`src/design/touch_pkg.sv`:
```
package touch_pkg;
  // timing figures as printed
  localparam int CLK_MHZ                 = 100;
  localparam int HEALTH_PULSE_WIDTH_NS   = 15000;
  localparam int CHARGE_PHASE_TIME_NS    = 3050;
  localparam int TRANSFER_PHASE_TIME_NS  = 9000;
  localparam int FAST_GAP_TIME_US        = 1200;
  localparam int SLEEP_GAP_TIME_US       = 80000;
  localparam int BURST_SPAN_US           = 2450;
  localparam int STARTUP_TIME_US         = 100000;
  localparam int DITHER_PERMILLE         = 75;
  // derived cycle counts
  localparam int HEALTH_CYC   = HEALTH_PULSE_WIDTH_NS * CLK_MHZ / 1000;
  localparam int CHARGE_CYC   = CHARGE_PHASE_TIME_NS * CLK_MHZ / 1000;
  localparam int TRANSFER_CYC = TRANSFER_PHASE_TIME_NS * CLK_MHZ / 1000;
  localparam int FAST_GAP_CYC = FAST_GAP_TIME_US * CLK_MHZ;
  localparam int SLEEP_GAP_CYC = SLEEP_GAP_TIME_US * CLK_MHZ;
  localparam int BURST_CYC    = BURST_SPAN_US * CLK_MHZ;
  localparam int STARTUP_CYC  = STARTUP_TIME_US * CLK_MHZ;
  localparam int CONSENSUS    = 4;
  localparam int CNT_W        = 32;
  localparam logic [15:0] LFSR_SEED = 16'hace1;

  typedef enum logic [2:0] {
    ST_STARTUP = 3'h0,
    ST_HEALTH  = 3'h1,
    ST_CHARGE  = 3'h3,
    ST_XFER    = 3'h2,
    ST_GAP     = 3'h6
  } seq_state_t;
endpackage

```
`src/design/phase_if.sv`:
```
`timescale 1ns/1ps
// phase timer handshake between sequencer and timer
interface phase_if;
  logic [31:0] load_len;
  logic        load;
  logic        done;
  modport seq   (output load_len, output load, input done);
  modport timer (input load_len, input load, output done);
endinterface

```
`src/design/phase_timer.sv`:
```
`timescale 1ns/1ps
module phase_timer #(
  parameter int W = 32
) (
  // clock and reset
  input  wire logic clk,
  input  wire logic sys_rst,
  // sequencer side
  phase_if.timer    tp
);
  typedef struct packed {
    logic [W-1:0] cnt;
  } tmr_t;
  tmr_t cur, next_cur;

  // count down loaded length; a reload wins over the count
  always_comb begin
    next_cur = cur;
    if (tp.load) begin
      next_cur.cnt = W'(tp.load_len);
    end else if (cur.cnt != '0) begin
      next_cur.cnt = cur.cnt - W'(1);
    end
  end

  always_ff @(posedge clk) begin
    if (sys_rst) cur <= '0;
    else cur <= next_cur;
  end

  // done in the last counted cycle, so a phase of length n lasts n cycles
  assign tp.done = (cur.cnt == W'(1));
endmodule // phase_timer

```
`src/design/touch_sense_seq.sv`:
```
`timescale 1ns/1ps
// Operation
// - Before every burst the detect pin is released to high impedance for about 15 us.
// - The health pulse appears in fast and sleepy modes alike.
// - In fast mode the gap between bursts is 1.2 ms.
// - In sleepy mode the gap between bursts is 80 ms, and 1.2 ms while a touch is pending.
// - Charge phases last 3.05 us and transfer phases 9.0 us, dithered by 7.5 percent.
// - A whole burst lasts at least 2.45 ms and ends with the first transfer phase that completes after that.
// - Detect is high while detection lasts and drops at its end or on max on-duration expiry; expiry is only sampled in the gap and at burst end.
// - Detect rises only after four successive over-threshold results; a miss clears the count.
// - Trigger pin high gives fast mode, low gives sleepy mode.
module touch_sense_seq #(
  parameter int STARTUP_CYC   = touch_pkg::STARTUP_CYC,
  parameter int SLEEP_GAP_CYC = touch_pkg::SLEEP_GAP_CYC,
  parameter int FAST_GAP_CYC  = touch_pkg::FAST_GAP_CYC,
  parameter int BURST_CYC     = touch_pkg::BURST_CYC
) (
  // clock and reset
  input  wire logic clk,
  input  wire logic sys_rst,
  // mode pin and analog front end result
  input  wire logic trigger_pin,
  input  wire logic burst_over_thresh,
  input  wire logic max_on_expired,
  // detect pin, two signals
  output logic      detect_out,
  output logic      detect_oe,
  // measurement status
  output logic      burst_active,
  output logic      charge_active,
  output logic      sleepy_run_mode,
  output logic      burst_done
);
  typedef struct packed {
    touch_pkg::seq_state_t st;
    logic [31:0]           burst_cnt;
    logic [15:0]           lfsr;
    logic [2:0]            consensus;
    logic                  detect;
    logic                  oe;
    logic                  bact;
    logic                  cact;
    logic                  sleepy;
    logic                  bdone;
    logic [15:0]           hz_cnt;
  } seq_s_t;
  seq_s_t cur, next_cur;

  // power-on state: pin driven low during start-up, host ignores it
  localparam seq_s_t RST_STATE = '{
    st:        touch_pkg::ST_STARTUP,
    burst_cnt: 32'h0,
    lfsr:      touch_pkg::LFSR_SEED,
    consensus: 3'h0,
    detect:    1'b0,
    oe:        1'b1,
    bact:      1'b0,
    cact:      1'b0,
    sleepy:    1'b0,
    bdone:     1'b0,
    hz_cnt:    16'h0
  };

  phase_if tp();
  phase_timer #(.W(touch_pkg::CNT_W)) u_timer (
    .clk     (clk),
    .sys_rst (sys_rst),
    .tp      (tp)
  );

  // dithered phase length, +-7.5 percent from lfsr bits
  function automatic logic [31:0] dither(input int base, input logic [15:0] r);
    int span;
    int off;
    span = base * touch_pkg::DITHER_PERMILLE / 1000;
    off = int'(r[7:0]) % (2 * span + 1) - span;
    return 32'(base + off);
  endfunction

  logic        ld;
  logic [31:0] ld_len;
  assign tp.load = ld;
  assign tp.load_len = ld_len;

  // sequencer next state
  always_comb begin
    next_cur = cur;
    ld = 1'b0;
    ld_len = '0;
    next_cur.bdone = 1'b0;
    next_cur.lfsr = {cur.lfsr[14:0], cur.lfsr[15] ^ cur.lfsr[13] ^ cur.lfsr[12] ^ cur.lfsr[10]};
    next_cur.hz_cnt = cur.oe ? 16'h0 : cur.hz_cnt + 16'h1; // release length for checks
    if (cur.bact) next_cur.burst_cnt = cur.burst_cnt + 32'h1;
    unique case (cur.st)
      touch_pkg::ST_STARTUP: begin
        if (cur.burst_cnt == 32'(STARTUP_CYC)) begin
          next_cur.st = touch_pkg::ST_HEALTH;
          next_cur.oe = 1'b0;
          ld = 1'b1;
          ld_len = 32'(touch_pkg::HEALTH_CYC);
        end else begin
          next_cur.burst_cnt = cur.burst_cnt + 32'h1;
        end
      end
      touch_pkg::ST_HEALTH: if (tp.done) begin
        next_cur.oe = 1'b1;
        next_cur.st = touch_pkg::ST_CHARGE;
        next_cur.bact = 1'b1;
        next_cur.cact = 1'b1;
        next_cur.burst_cnt = '0;
        ld = 1'b1;
        ld_len = dither(touch_pkg::CHARGE_CYC, cur.lfsr);
      end
      touch_pkg::ST_CHARGE: if (tp.done) begin
        next_cur.st = touch_pkg::ST_XFER;
        next_cur.cact = 1'b0;
        ld = 1'b1;
        ld_len = dither(touch_pkg::TRANSFER_CYC, cur.lfsr);
      end
      touch_pkg::ST_XFER: if (tp.done) begin
        if (cur.burst_cnt >= 32'(BURST_CYC)) begin
          next_cur.st = touch_pkg::ST_GAP;
          next_cur.bact = 1'b0;
          next_cur.bdone = 1'b1;
          next_cur.sleepy = ~trigger_pin;
          if (!burst_over_thresh || max_on_expired) begin
            next_cur.consensus = '0;
            next_cur.detect = 1'b0;
          end else if (cur.consensus == 3'(touch_pkg::CONSENSUS - 1)) begin
            next_cur.detect = 1'b1;
            next_cur.consensus = 3'(touch_pkg::CONSENSUS - 1);
          end else begin
            next_cur.consensus = cur.consensus + 3'h1;
          end
          ld = 1'b1;
          // sleepy mode runs fast while a touch is pending
          if (!trigger_pin && !(burst_over_thresh && !cur.detect))
            ld_len = 32'(SLEEP_GAP_CYC);
          else
            ld_len = 32'(FAST_GAP_CYC);
        end else begin
          next_cur.st = touch_pkg::ST_CHARGE;
          next_cur.cact = 1'b1;
          ld = 1'b1;
          ld_len = dither(touch_pkg::CHARGE_CYC, cur.lfsr);
        end
      end
      touch_pkg::ST_GAP: begin
        if (max_on_expired) begin
          next_cur.detect = 1'b0;
          next_cur.consensus = '0;
        end
        if (tp.done) begin
          next_cur.st = touch_pkg::ST_HEALTH;
          next_cur.oe = 1'b0;
          ld = 1'b1;
          ld_len = 32'(touch_pkg::HEALTH_CYC);
        end
      end
      default: next_cur.st = touch_pkg::ST_STARTUP;
    endcase
  end

  // state register
  always_ff @(posedge clk) begin
    if (sys_rst) begin
      cur <= RST_STATE;
    end else begin
      cur <= next_cur;
    end
  end

  assign detect_out = cur.detect;
  assign detect_oe = cur.oe;
  assign burst_active = cur.bact;
  assign charge_active = cur.cact;
  assign sleepy_run_mode = cur.sleepy;
  assign burst_done = cur.bdone;

  // health release width, counted in the state struct
  property p_health_width;
    @(posedge clk) disable iff (sys_rst)
      $rose(cur.oe) |-> $past(cur.hz_cnt) == 16'(touch_pkg::HEALTH_CYC - 1);
  endproperty
  a_health_width: assert property (p_health_width) else $error("health width wrong");

  property p_health_before_burst;
    @(posedge clk) disable iff (sys_rst)
      $rose(cur.bact) |-> $past(!cur.oe);
  endproperty
  a_health_before_burst: assert property (p_health_before_burst) else $error("no health");

  property p_no_overlap;
    @(posedge clk) disable iff (sys_rst) cur.cact |-> cur.oe;
  endproperty
  a_no_overlap: assert property (p_no_overlap) else $error("release overlaps charge");

  property p_detect_rise;
    @(posedge clk) disable iff (sys_rst)
      $rose(cur.detect) |-> $past(cur.consensus) == 3'(touch_pkg::CONSENSUS - 1);
  endproperty
  a_detect_rise: assert property (p_detect_rise) else $error("early detect");

  property p_miss_clears;
    @(posedge clk) disable iff (sys_rst)
      (cur.st == touch_pkg::ST_XFER && tp.done && !burst_over_thresh &&
       cur.burst_cnt >= 32'(BURST_CYC)) |=> cur.consensus == 3'h0 && !cur.detect;
  endproperty
  a_miss_clears: assert property (p_miss_clears) else $error("miss not cleared");

  property p_mode;
    @(posedge clk) disable iff (sys_rst)
      $rose(cur.bdone) |-> cur.sleepy == !$past(trigger_pin);
  endproperty
  a_mode: assert property (p_mode) else $error("mode wrong");

  property p_burst_long;
    @(posedge clk) disable iff (sys_rst)
      $fell(cur.bact) |-> $past(cur.burst_cnt) >= 32'(BURST_CYC);
  endproperty
  a_burst_long: assert property (p_burst_long) else $error("burst short");

  property p_startup_quiet;
    @(posedge clk) disable iff (sys_rst)
      cur.st == touch_pkg::ST_STARTUP |-> cur.oe && !cur.detect;
  endproperty
  a_startup_quiet: assert property (p_startup_quiet) else $error("startup drives");

  property p_fast_gap;
    @(posedge clk) disable iff (sys_rst)
      (ld && next_cur.st == touch_pkg::ST_GAP && trigger_pin)
      |-> ld_len == 32'(FAST_GAP_CYC);
  endproperty
  a_fast_gap: assert property (p_fast_gap) else $error("fast gap");

  property p_sleep_gap;
    @(posedge clk) disable iff (sys_rst)
      (ld && next_cur.st == touch_pkg::ST_GAP && !trigger_pin && !burst_over_thresh)
      |-> ld_len == 32'(SLEEP_GAP_CYC);
  endproperty
  a_sleep_gap: assert property (p_sleep_gap) else $error("sleep gap");

  c_burst: cover property (@(posedge clk) $fell(cur.bact));
  c_detect: cover property (@(posedge clk) $rose(cur.detect));
  c_sleepy: cover property (@(posedge clk) $rose(cur.sleepy));
  c_health: cover property (@(posedge clk) $rose(cur.oe));
endmodule // touch_sense_seq

```
`config.mk`:
```
export PLATFORM = sky130hd
export DESIGN_NAME = touch_sense_seq
export DESIGN_NICKNAME = d
export VERILOG_FILES = /design/src/design/touch_pkg.sv /design/src/design/phase_if.sv /design/src/design/phase_timer.sv /design/src/design/touch_sense_seq.sv
export SDC_FILE = /design/constraint.sdc
export NUM_CORES = 1
export LEC_CHECK = 0
export BUFFER_PORTS_ARGS = -buffer_cell sky130_fd_sc_hd__buf_2
export CAP_MARGIN = 25
export CORE_MARGIN = 2
export CORE_UTILIZATION = 60
export CTS_CLUSTER_DIAMETER = 40
export DETAILED_ROUTE_END_ITERATION = 16
export PLACE_DENSITY = 0.77
export SLEW_MARGIN = 30
export SYNTH_ARGS = -nofsm -noshare
export SYNTH_HDL_FRONTEND = slang
export SYNTH_SLANG_ARGS = --single-unit
```
`constraint.sdc`:
```
create_clock -name clk -period 9.25 [get_ports clk]
set_clock_uncertainty 0.15 [all_clocks]
set_input_delay 0.4625 -clock clk [delete_from_list [all_inputs] [get_ports clk]]
set_output_delay 0.4625 -clock clk [all_outputs]
set_load 0.02 [all_outputs]
```
# [Word-level counts from Yosys, hierarchy flattened]
# Cells that the tools add are included.
[totals] input_bits=5 n_memories=0 word_cells=106 regBits=92 output_inout_bits=6 ram_bits=0 latchBits=0 rom_bits=0
[op_classes] n_lt_le_gt_ge=1 n_mux=40 addsub=7 div_mod_pow=2 n_reduce_logical=23 eq_ne=16 n_shift=0 n_bitwise=6 mul=0
[ops] cell="32-bit two-way mux" n=8
[ops] cell="32-bit one-hot mux with 5 select lines" n=1
[ops] cell="32-bit one-hot mux with 2 select lines" n=1
[ops] cell="35-bit two-way mux" n=1
[ops] cell="10-bit by 32-bit adder with 32-bit output (first input constant)" n=1
[ops] cell="11-bit by 32-bit adder with 32-bit output (first input constant)" n=1
[ops] cell="32-bit by 1-bit adder with 32-bit output (second input constant)" n=1
[ops] cell="32-bit by 1-bit equality test with 1-bit output (second input constant)" n=1
[ops] cell="32-bit by 24-bit equality test with 1-bit output (second input constant)" n=1
[ops] cell="32-bit by 18-bit >= comparator with 1-bit output (second input constant)" n=1
[ops] cell="9-bit by 7-bit modulo with 32-bit output (second input constant)" n=1
[ops] cell="9-bit by 9-bit modulo with 32-bit output (second input constant)" n=1
[ops] cell="32-bit nonzero test" n=1
[ops] cell="32-bit by 1-bit subtractor with 32-bit output (second input constant)" n=1
[ops] cell="32-bit by 6-bit subtractor with 32-bit output (second input constant)" n=1
[ops] cell="32-bit by 8-bit subtractor with 32-bit output (second input constant)" n=1
[ops] cell="23-bit two-way mux" n=1
[ops] cell="11-bit two-way mux" n=2
[ops] cell="3-bit two-way mux" n=7
[ops] cell="4-bit two-way mux" n=5
[ops] cell="2-bit inequality test (second input constant)" n=8
[ops] cell="3-bit one-hot mux with 5 select lines" n=1
[ops] cell="5-bit AND reduction" n=3
[ops] cell="4-bit AND reduction" n=3
[ops] cell="21 further kinds" n=42

# [Longest topological paths before layout]
# Gate-level depths: netlist (run 1).
[depth] ltp_word=9 depth_mapped=31 depth_no_buf=28

# [Modules after synthesis]
# Synthesis (run 1) repeated with hierarchy kept, for this count alone.
[unflattened] cells_unflattened=897 hier_area_um2=7121.8
[by_module_without_submodules] mod="touch_sense_seq" area_per_inst_um2=5237.5 n_inst=1 cells_each=681 seq_area_each_um2=1201.2
[by_module_without_submodules] mod="phase_timer" area_per_inst_um2=1884.3 n_inst=1 cells_each=216 seq_area_each_um2=640.6

# [Worst setup path before layout (run 1)]
# No wires, ideal clock.
[synth_timing] path_type="flip-flop to flip-flop" startpoint="register cur[28] in the netlist's numbering" endpoint="register u_timer.cur[8] in the netlist's numbering" t_required_ns=8.973 synth_period_minus_slack_ns=5.882 stages_incl_launch_ff=30 slack_ns=3.368 arrival_time_ns=5.605 setup_ns=0.127 path_buffers=3 cell_sequence="dfxtp_1 > buf_6 > buf_2 > inv_1 > ha_1 > o211a_4 > o21ai_2 > xnor2_1 > inv_1 > ha_1 > nand4b_1 > o21ai_0 > or4_4 > o21ai_4 > nor2_1 > xnor2_1 > inv_1 > ha_1 > a2111o_1 > a31oi_2 > nor3_1 > buf_2 > xnor2_1 > ha_1 > nor2_1 > or3_1 > mux2_2 > o21bai_1 > xor2_1 > o22ai_1"
[synth_via] elab_chain_cells=7 elab_cells_between_ends=12 cone_classes="add/sub: 4; div: 2; mux: 6"
[synth_rtl] item="start: declaration" line="touch_sense_seq.sv:47" source="seq_s_t cur, next_cur;"
[synth_rtl] item="start signal: assignment" line="touch_sense_seq.sv:169" source="cur <= next_cur;"
[synth_rtl] item="9-bit by 7-bit modulo with 32-bit output" line="touch_sense_seq.sv:76" source="off = int'(r[7:0]) % (2 * span + 1) - span;"
[synth_rtl] item="32-bit by 6-bit subtractor with 32-bit output" line="touch_sense_seq.sv:76"
[synth_rtl] item="10-bit by 32-bit adder with 32-bit output" line="touch_sense_seq.sv:77" source="return 32'(base + off);"
[synth_rtl] item="32-bit two-way mux" line="touch_sense_seq.sv:121" source="if (cur.burst_cnt >= 32'(BURST_CYC)) begin"
[synth_rtl] item="32-bit two-way mux" line="touch_sense_seq.sv:120" source="touch_pkg::ST_XFER: if (tp.done) begin"
[synth_rtl] item="32-bit one-hot mux with 5 select lines (*)" line="touch_sense_seq.sv:94" source="unique case (cur.st)"
[synth_rtl] item="32-bit two-way mux (*)" line="phase_timer.sv:19" source="if (tp.load) begin"
[synth_rtl] item="end signal: assignment" line="phase_timer.sv:28" source="else cur <= next_cur;"
[synth_rtl] item="end: declaration" line="phase_timer.sv:14" source="tmr_t cur, next_cur;"
# Mark *: on every way between the ends. The rest lies on a longest branch, timed or not.
# A chain may end at the register's enable or synchronous reset.

# [Final worst setup path (run 1)]
# Same ends and word-level chain as after synthesis.

==> results of run 1 <==
sequential cells by signal, indices dropped and copies added, names as in the netlist:
signal           count
detect_oe            1
cur                 54
detect_out           1
charge_active        1
burst_done           1
u_timer.cur         32
sleepy_run_mode      1
burst_active         1
how the worst max path moves through the flow:
stage / endpoint / slack, ns / depth (start not counted)
floorplan: u_timer.cur[8]$_SDFFE_PP0P_ / 3.37 / 29
global placement: u_timer.cur[8]$_SDFFE_PP0P_ / 2.87 / 27
detailed placement: u_timer.cur[8]$_SDFFE_PP0P_ / 2.57 / 27
CTS: u_timer.cur[8]$_SDFFE_PP0P_ / 2.56 / 27
global route: u_timer.cur[8]$_SDFFE_PP0P_ / 1.95 / 27
finish: u_timer.cur[8]$_SDFFE_PP0P_ / 2.43 / 27
power breakdown:
part / internal, mW / total (mW) / switching, mW
Clock: 0.243 / 0.412 / 0.169
Sequential: 0.457 / 0.525 / 0.0676
Combinational: 0.307 / 0.785 / 0.478
Total: 1.01 / 1.72 / 0.714
cells by family after synthesis:
kind of cell | share of synthesized area (%)
AOI/OAI and AO/OA | 25.5
DFF | 27.1
xor gates and xnor gates | 9.90
muxes | 1.23
and+or+nand+nor | 29.1
buffers and inverters | 3.94
adders and majority gates | 3.31
critical path, cell delays in order (launching register included):
cell and delay (ns):
dfxtp_1 0.68, inv_1 0.16, ha_1 0.29, o211a_4 0.29, o21ai_2 0.24, xnor2_1 0.21, inv_1 0.18, ha_1 0.28
nand4b_1 0.14, o21ai_0 0.10, or4_4 0.46, o21ai_4 0.23, nor2_1 0.14, xnor2_1 0.26, inv_1 0.10, ha_1 0.26
a2111o_1 0.41, a31oi_2 0.32, nor3_1 0.08, buf_4 0.19, xnor2_1 0.21, ha_1 0.25, nor2_1 0.07, or3_1 0.30
mux2_2 0.29, o21bai_1 0.16, xor2_1 0.16, o22ai_1 0.09
layout make-up:
class	instances	area, um2
Fill cell	986	3720
Sequential cell	92	1840
Timing Repair Buffer	14	80.1
Clock buffer	10	229
Tap cell	140	175
Multi-Input combinational cell	749	4700
Inverter	23	86.3
Clock inverter	6	100
cell usage in the layout (no fill, tap or decap), types with 19 or more instances in the layout:
cell type | netlist | layout
xnor2_1 | 35 | 35
a21oi_1 | 78 | 78
dfxtp_1 | 92 | 92
nor2_1 | 99 | 99
nand3_1 | 27 | 27
nand2b_1 | 19 | 19
nand2_1 | 79 | 79
inv_1 | 20 | 20
nor3_1 | 40 | 40
o21ai_0 | 43 | 43
xor2_1 | 40 | 40
metrics by stage:
stage	std cells	setup WS (ns)
final	1034	2.43
after global routing	1034	1.95
after CTS	1034	2.56
after detailed placement	1018	2.57
after global placement	1018	2.87
after floorplan	902	3.37
routing by layer:
metal | vias up | GRT usage, % | share of wire [%]
met5 | - | 0 | 0
met4 | 0 | 11.1 | 2.6
met3 | 42 | 4.61 | 8.5
met2 | 320 | 47.4 | 43
met1 | 3174 | 45.0 | 46
li1 | 3266 | - | -
==> flow_summary.toml, run 1 <==
[worst_setup_path]
crit_type = "reg2reg"
startpoint = "cur[28]$_SDFF_PP0_"
path_max_fanout = 17
critical_path_required_ns = 9.32
r2r_slack_ns = 2.43
ff2ff_path_depth = 27
worstPathArrival_ns = 6.88
reg2reg_to = "u_timer.cur[8]$_SDFFE_PP0P_"
setup.worst_path.start_class = "flip-flop"
end_kind = "flip-flop"
r2r_start = "cur[28]$_SDFF_PP0_"

[synthesis]
synthesis.nets = 925
yosysSeqAreaShare_pct = 27.1
synth_top_cells_by_area = "dfxtp_1, a21oi_1, nor2_1"
syn_area_um2 = 6800
syn_avg_cell_area_um2 = 7.54
yosysWarnings = 0
synth_common_cells = "nor2_1, dfxtp_1, nand2_1, a21oi_1, o21ai_0"
synth_top_area_share_pct = 27.1
synth_seq_cells = 92
yosys.area.top_type = "dfxtp_1"
synthArstFlopShare_pct = 0
synth.most_common_cell = "nor2_1"
synth-edff-count = 0
ys_types = 87
postSynthCellCount = 902
synth_ff_type = "dfxtp_1"

[global_routing]
grt_pass1_vias = 6309
grt_use_total_pct = 31.2
grt_start_max_net_pins = 46
grt_pass1_wl_mm = 31.9
antenna_found_initial = 0
overflow = 0

[sta]
finalHoldViolations = 0
setup_viol_count_final = 0
hold_ws_ns = 0.187
finalSetupTns_ns = 0
fin_crit_sh_pct = 73.7
rsz0062_at_grt = "false"
tightest_slew_ns = 0.916
drv_slew = 0
layout_min_cycle_time_ns = 6.82
slew_headroom_pct = 38.4
max_freq_ghz = 0.147

[floorplan]
row_count = 38
initial_core_util_pct = 62.2
dieArea_um2 = 12200
ioPinCount = 11
core_um2 = 10900
die_h_um = 110
fp.dieW_um = 110

[final_layout]
fin_util_pct = 65.9
postLayoutCellArea_um2 = 7210
drive_above_1_share_pct = 7.94
insertedDiodeCount = 0
nets = 912
area_growth_pct = 6.03

[pwr]
ir_drop_mv = 0.229
power_density_nw_per_um2 = 239
p_leak_nw = 2.75
power_mw = 1.72

[min_path]
hold_path_depth = 2
whs_endpoint = "sleepy_run_mode$_SDFFE_PP0P_"
hp-class = "in2reg"
hp-start = "trigger_pin"

[clocking]
clk_path_buf_depth = 2
clk_pin_slew_ns = 0.08
cts_resized = 0
cts_sinks = 92
clock_latency_ns = 0.35
holdBufCountCts = 0
cts-root-buf = "clkbuf_16"
postCtsSetupBuffers = 0
cts_buffers = 9
cts_tree = "yes"
htreeDepth = 3

[drt]
drc = 0
wirelength_mm = 19.2
wire_per_inst_um = 18.6
postRouteAntennaNets = 0
first_pass_iters = 5
drtIter0Drc = 763
drt-vias-per-instance = 6.58
num_vias = 6802

[place]
hpwlAfterDp_mm = 14.1
dpl-instance-area_um2 = 6880
port-buffer-count = 10
routabilityCongestion = 0.995

[run_status]
status = "complete, no violations"

[flow_run]
cap_violations = 0
(Power assumes the default switching activity.)
==> run 2: changes to the inputs <==
Clock period 9.25 ns to 6.35 ns, I/O delays scaled along.
==> run 2 against run 1 <==
Non-clock buffer count increased by 17. Worst hold slack got worse by 0.17 ns. Setup slack got worse by 1.9 ns. Sequential cell count unchanged. Die area unchanged. Sequential share of layout area decreased by 0.32 points. Clock-buffer cell count increased by 1. Clock power increased by 33%. Maximum frequency increased by 16%. Largest cell class unchanged. Largest power group unchanged.
==> flow_summary.toml, run 2 (synthesized netlist as in run 1, its figures left out) <==
[sta]
finalHoldViolations = 0
max_freq_ghz = 0.171
drv_slew = 0
setup_viol_count_final = 0
finalSetupTns_ns = 0
setup_ws_ns = 0.496
layout_min_cycle_time_ns = 5.85
rsz0062_at_grt = "false"
fin_crit_sh_pct = 92.2
tightest_slew_ns = 0.917
slew_headroom_pct = 38.4

[worst_setup_path]
slowest_stage = "or4_4"
cp_common_cell = "ha_1"
end_kind = "flip-flop"
crit_type = "reg2reg"
max_stage_delay_ns = 0.46
critical_path_required_ns = 6.40
path_max_fanout = 9
setup.worst_path.start_class = "flip-flop"
worstPathArrival_ns = 5.91

[drt]
first_pass_iters = 7
wire_per_inst_um = 18.8
wirelength_mm = 19.8
postRouteAntennaNets = 0
drtIter0Drc = 651
num_vias = 6951
drt-vias-per-instance = 6.61
drc = 0

[floorplan]
core_um2 = 10900
die_h_um = 110
initial_core_util_pct = 62.2
row_count = 38
fp.dieW_um = 110
ioPinCount = 11
dieArea_um2 = 12200

[clocking]
cts_resized = 0
cts-root-buf = "clkbuf_16"
clk_pin_slew_ns = 0.07
postCtsSetupBuffers = 0
cts_tree = "yes"
clock_latency_ns = 0.36
cts_sinks = 92
cts_buffers = 9
clk_path_buf_depth = 2
holdBufCountCts = 0
htreeDepth = 3

[flow_run]
cap_violations = 0

[final_layout]
layout.cells.most_common = "nor2_1"
nets = 929
regMostFlops = "cur"
insertedDiodeCount = 0
postLayoutCellArea_um2 = 7300
final_cell_mix = "nor2_1, dfxtp_1, nand2_1"
area_growth_pct = 7.38
drive_above_1_share_pct = 9.55
reg.largest.list = "cur x54, u_timer.cur x32"
largest_reg_flops = 54
fin_cells = 1051

[pwr]
ir_drop_mv = 0.316
p_leak_nw = 2.81
power_mw = 2.49
power_density_nw_per_um2 = 341

[global_routing]
grt_start_max_net_pins = 46
overflow = 0
antenna_found_initial = 0
grt_use_total_pct = 31.7
grt_pass1_vias = 6195
grt_pass1_wl_mm = 32.0

[run_status]
status = "complete, no violations"

[place]
pre_cts_slack_ns = 0.505
dpl-instance-area_um2 = 7000
routabilityCongestion = 0.979
dp_cells = 1035
hpwlAfterDp_mm = 14.6
port-buffer-count = 10

[min_path]
hp-class = "in2reg"
## run 2: worst paths after layout
check / cells after the start / endpoint / slack, ns / from
worst max register to register: 28 / u_timer.cur[8]$_SDFFE_PP0P_ / 0.50 / cur[28]$_SDFF_PP0_
worst max-delay path: 28 / u_timer.cur[8]$_SDFFE_PP0P_ / 0.50 / cur[28]$_SDFF_PP0_
worst min register to register: 1 / cur[40]$_SDFF_PP1_ / 0.26 / cur[39]$_SDFF_PP0_
worst min-delay path: 2 / sleepy_run_mode$_SDFFE_PP0P_ / 0.02 / trigger_pin
## run 2: routing by layer
metal | part of all wire, % | up-vias | track usage, %
li1 | - | 3309 | -
met1 | 46 | 3310 | 46.2
met2 | 44 | 296 | 47.9
met3 | 7.7 | 36 | 5.54
met4 | 2.1 | 0 | 9.17
met5 | 0 | - | 0
## run 2: through the flow
step / util [%] / hold WS [ns]
finish: 66.8 / 0.0184
global route: 66.8 / 0.0359
CTS: 66.7 / 0.0138
detailed placement: 64.0 / 0.246
global placement: 64.0 / 0.243
floorplan: - / 0.239
## run 2: worst max-delay path, delay by kind of cell, from the launching register on
kind / cells / cell delay, ns
adder cells (fa/ha/maj): 4 / 0.91
AND/OR/NAND/NOR: 7 / 1.40
flip-flops: 1 / 0.33
AO/OA/AOI/OAI: 9 / 1.64
XOR/XNOR: 3 / 0.47
buffers and inverters: 4 / 0.48
multiplexers: 1 / 0.29
## run 2: where the power goes
part	leakage, nW	switching [mW]	total (mW)	internal, mW
combinational	1.92	0.718	1.18	0.465
clock	0.140	0.240	0.548	0.307
sequential	0.750	0.0931	0.759	0.666
total	2.81	1.05	2.49	1.44
## run 2: layout make-up
| type | instances | area (um2) |
|---|---|---|
| fill | 921 | 3630 |
| tap | 140 | 175 |
| multi-input combinational | 749 | 4700 |
| clock inverter | 5 | 60.1 |
| sequential | 92 | 1840 |
| clock buffer | 11 | 233 |
| timing repair buffer | 31 | 208 |
| inverter | 23 | 86.3 |
==> run 3: changes to the inputs <==
Settings changed: MAX_ROUTING_LAYER set to met4, RECOVER_POWER set to 25.
==> run 3 against run 2 <==
The flow now finishes with violations (max-capacitance violations, max-slew violations). Core utilization shrank 0.091 points. Sequential power is essentially flat. Register-to-register slack got worse by 0.04 ns. Largest power group unchanged.
==> flow_summary.toml, run 3 (synthesized netlist as in run 1, its figures left out) <==
[run_status]
status = "complete, but fails checks"
violations = "max-capacitance violations, max-slew violations"

[min_path]
hp-class = "in2reg"
hp-start = "trigger_pin"

[final_layout]
final_cell_mix = "nor2_1, dfxtp_1, nand2_1"
fillerInstances = 945
fin_cells = 1049
layout.cells.most_common = "nor2_1"
reg.largest.list = "cur x54, u_timer.cur x32"
nets = 927
regMostFlops = "cur"
area_growth_pct = 7.23
drive_above_1_share_pct = 8.58
fin_util_pct = 66.7
largest_reg_flops = 54
insertedDiodeCount = 0

[global_routing]
overflow = 0
grt_use_total_pct = 32.9
grt_pass1_wl_mm = 32.4
antenna_found_initial = 0
grt_pass1_vias = 6359
grt_start_max_net_pins = 46

[place]
hpwlAfterDp_mm = 14.8
port-buffer-count = 10
dp_cells = 1033
routabilityCongestion = 1.03

[drt]
drt-vias-per-instance = 6.62
wirelength_mm = 19.6
drc = 0
first_pass_iters = 6
drtIter0Drc = 687
num_vias = 6948
wire_per_inst_um = 18.7
postRouteAntennaNets = 0

[pwr]
power_density_nw_per_um2 = 345
p_leak_nw = 2.78
ir_drop_mv = 0.332

[flow_run]
cap_violations = 1

[clocking]
clk_path_buf_depth = 2
htreeDepth = 3
cts_tree = "yes"
clk_pin_slew_ns = 0.08
postCtsSetupBuffers = 0
cts_sinks = 92
cts-root-buf = "clkbuf_16"
holdBufCountCts = 0
cts_buffers = 9
clock_latency_ns = 0.36

[floorplan]
core_um2 = 10900
fp.dieW_um = 110
ioPinCount = 11
initial_core_util_pct = 62.2
die_h_um = 110
dieArea_um2 = 12200
row_count = 38

[sta]
drv_slew = 46
finalHoldViolations = 0
finalSetupTns_ns = 0
tightest_slew_ns = 1.81
rsz0062_at_grt = "false"
setup_viol_count_final = 0
slew_headroom_pct = -20.8
layout_min_cycle_time_ns = 5.89
max_freq_ghz = 0.170
fin_crit_sh_pct = 92.8

[worst_setup_path]
worstPathArrival_ns = 5.96
startpoint = "cur[28]$_SDFF_PP0_"
path_max_fanout = 11
crit_type = "reg2reg"
end_kind = "flip-flop"
critical_path_required_ns = 6.42
setup.worst_path.start_class = "flip-flop"
r2r_start = "cur[28]$_SDFF_PP0_"
[run 3: worst paths after layout]
path / end / slack [ns] / depth (start not counted)
setup / recovery: u_timer.cur[8]$_SDFFE_PP0P_ / 0.46 / 27
hold / removal: sleepy_run_mode$_SDFFE_PP0P_ / 0.02 / 2
setup reg to reg: u_timer.cur[8]$_SDFFE_PP0P_ / 0.46 / 27
hold reg to reg: cur[35]$_SDFF_PP1_ / 0.25 / 1
[run 3: repair_timing]
| item | 4_1_cts | 5_1_grt |
|---|---|---|
| endpoints found under the hold margin | 0 | 0 |
| endpoints found under the setup margin | 0 | 1 |
| gates resized for setup | 0 | 1 |
[run 3: routing by layer]
layer / track usage (%) / part of all wire, % / vias to the layer above
met2: 48.2 / 43 / 290
li1: - / - / 3316
met4: 10.4 / 2.1 / 0
met5: - / 0 / -
met3: 5.87 / 7.7 / 32
met1: 46.1 / 47 / 3310
[run 3: layout make-up]
class	instances	area (um2)	share of cell area, %
clock buffer	9	225	3.09
inverter	23	86.3	1.18
tap	140	175	2.40
clock inverter	7	92.6	1.27
multi-input combinational	749	4690	64.3
sequential	92	1840	25.3
timing repair buffer	29	184	2.52
[run 3: power by group]
part	total (mW)	leakage, nW	internal (mW)	switching, mW
clock network	0.579	0.149	0.316	0.263
registers	0.762	0.750	0.666	0.0961
logic	1.17	1.88	0.460	0.712
total	2.51	2.78	1.44	1.07
[run 3: critical path, stage by stage (launching register included)]
cell and delay (ns):
dfxtp_1 0.33, inv_1 0.07, ha_1 0.26, o211a_4 0.29, o21ai_2 0.25, xnor2_1 0.14
inv_1 0.13, ha_1 0.27, nand4b_1 0.13, o21ai_0 0.09, or4_4 0.46, o21ai_4 0.15
nor2_1 0.12, xnor2_2 0.19, inv_1 0.08, ha_1 0.24, a2111o_1 0.41, a31oi_2 0.21
nor3_1 0.06, buf_4 0.18, xnor2_1 0.19, ha_1 0.24, nor2_1 0.07, or3_1 0.30
mux2_2 0.29, o21bai_1 0.16, xor2_1 0.17, o22ai_1 0.10
[run 3: through the flow]
step,power [mW],cell area (um2),hold slack [ns],worst slack [ns]
after floorplan,1.64,6800,0.239,0.468
after global placement,1.88,6990,0.244,0.737
after detailed placement,1.91,6990,0.246,0.441
after CTS,2.49,7310,0.0184,0.412
after global routing,2.66,7290,0.0508,0.0860
final,2.51,7290,0.0245,0.456
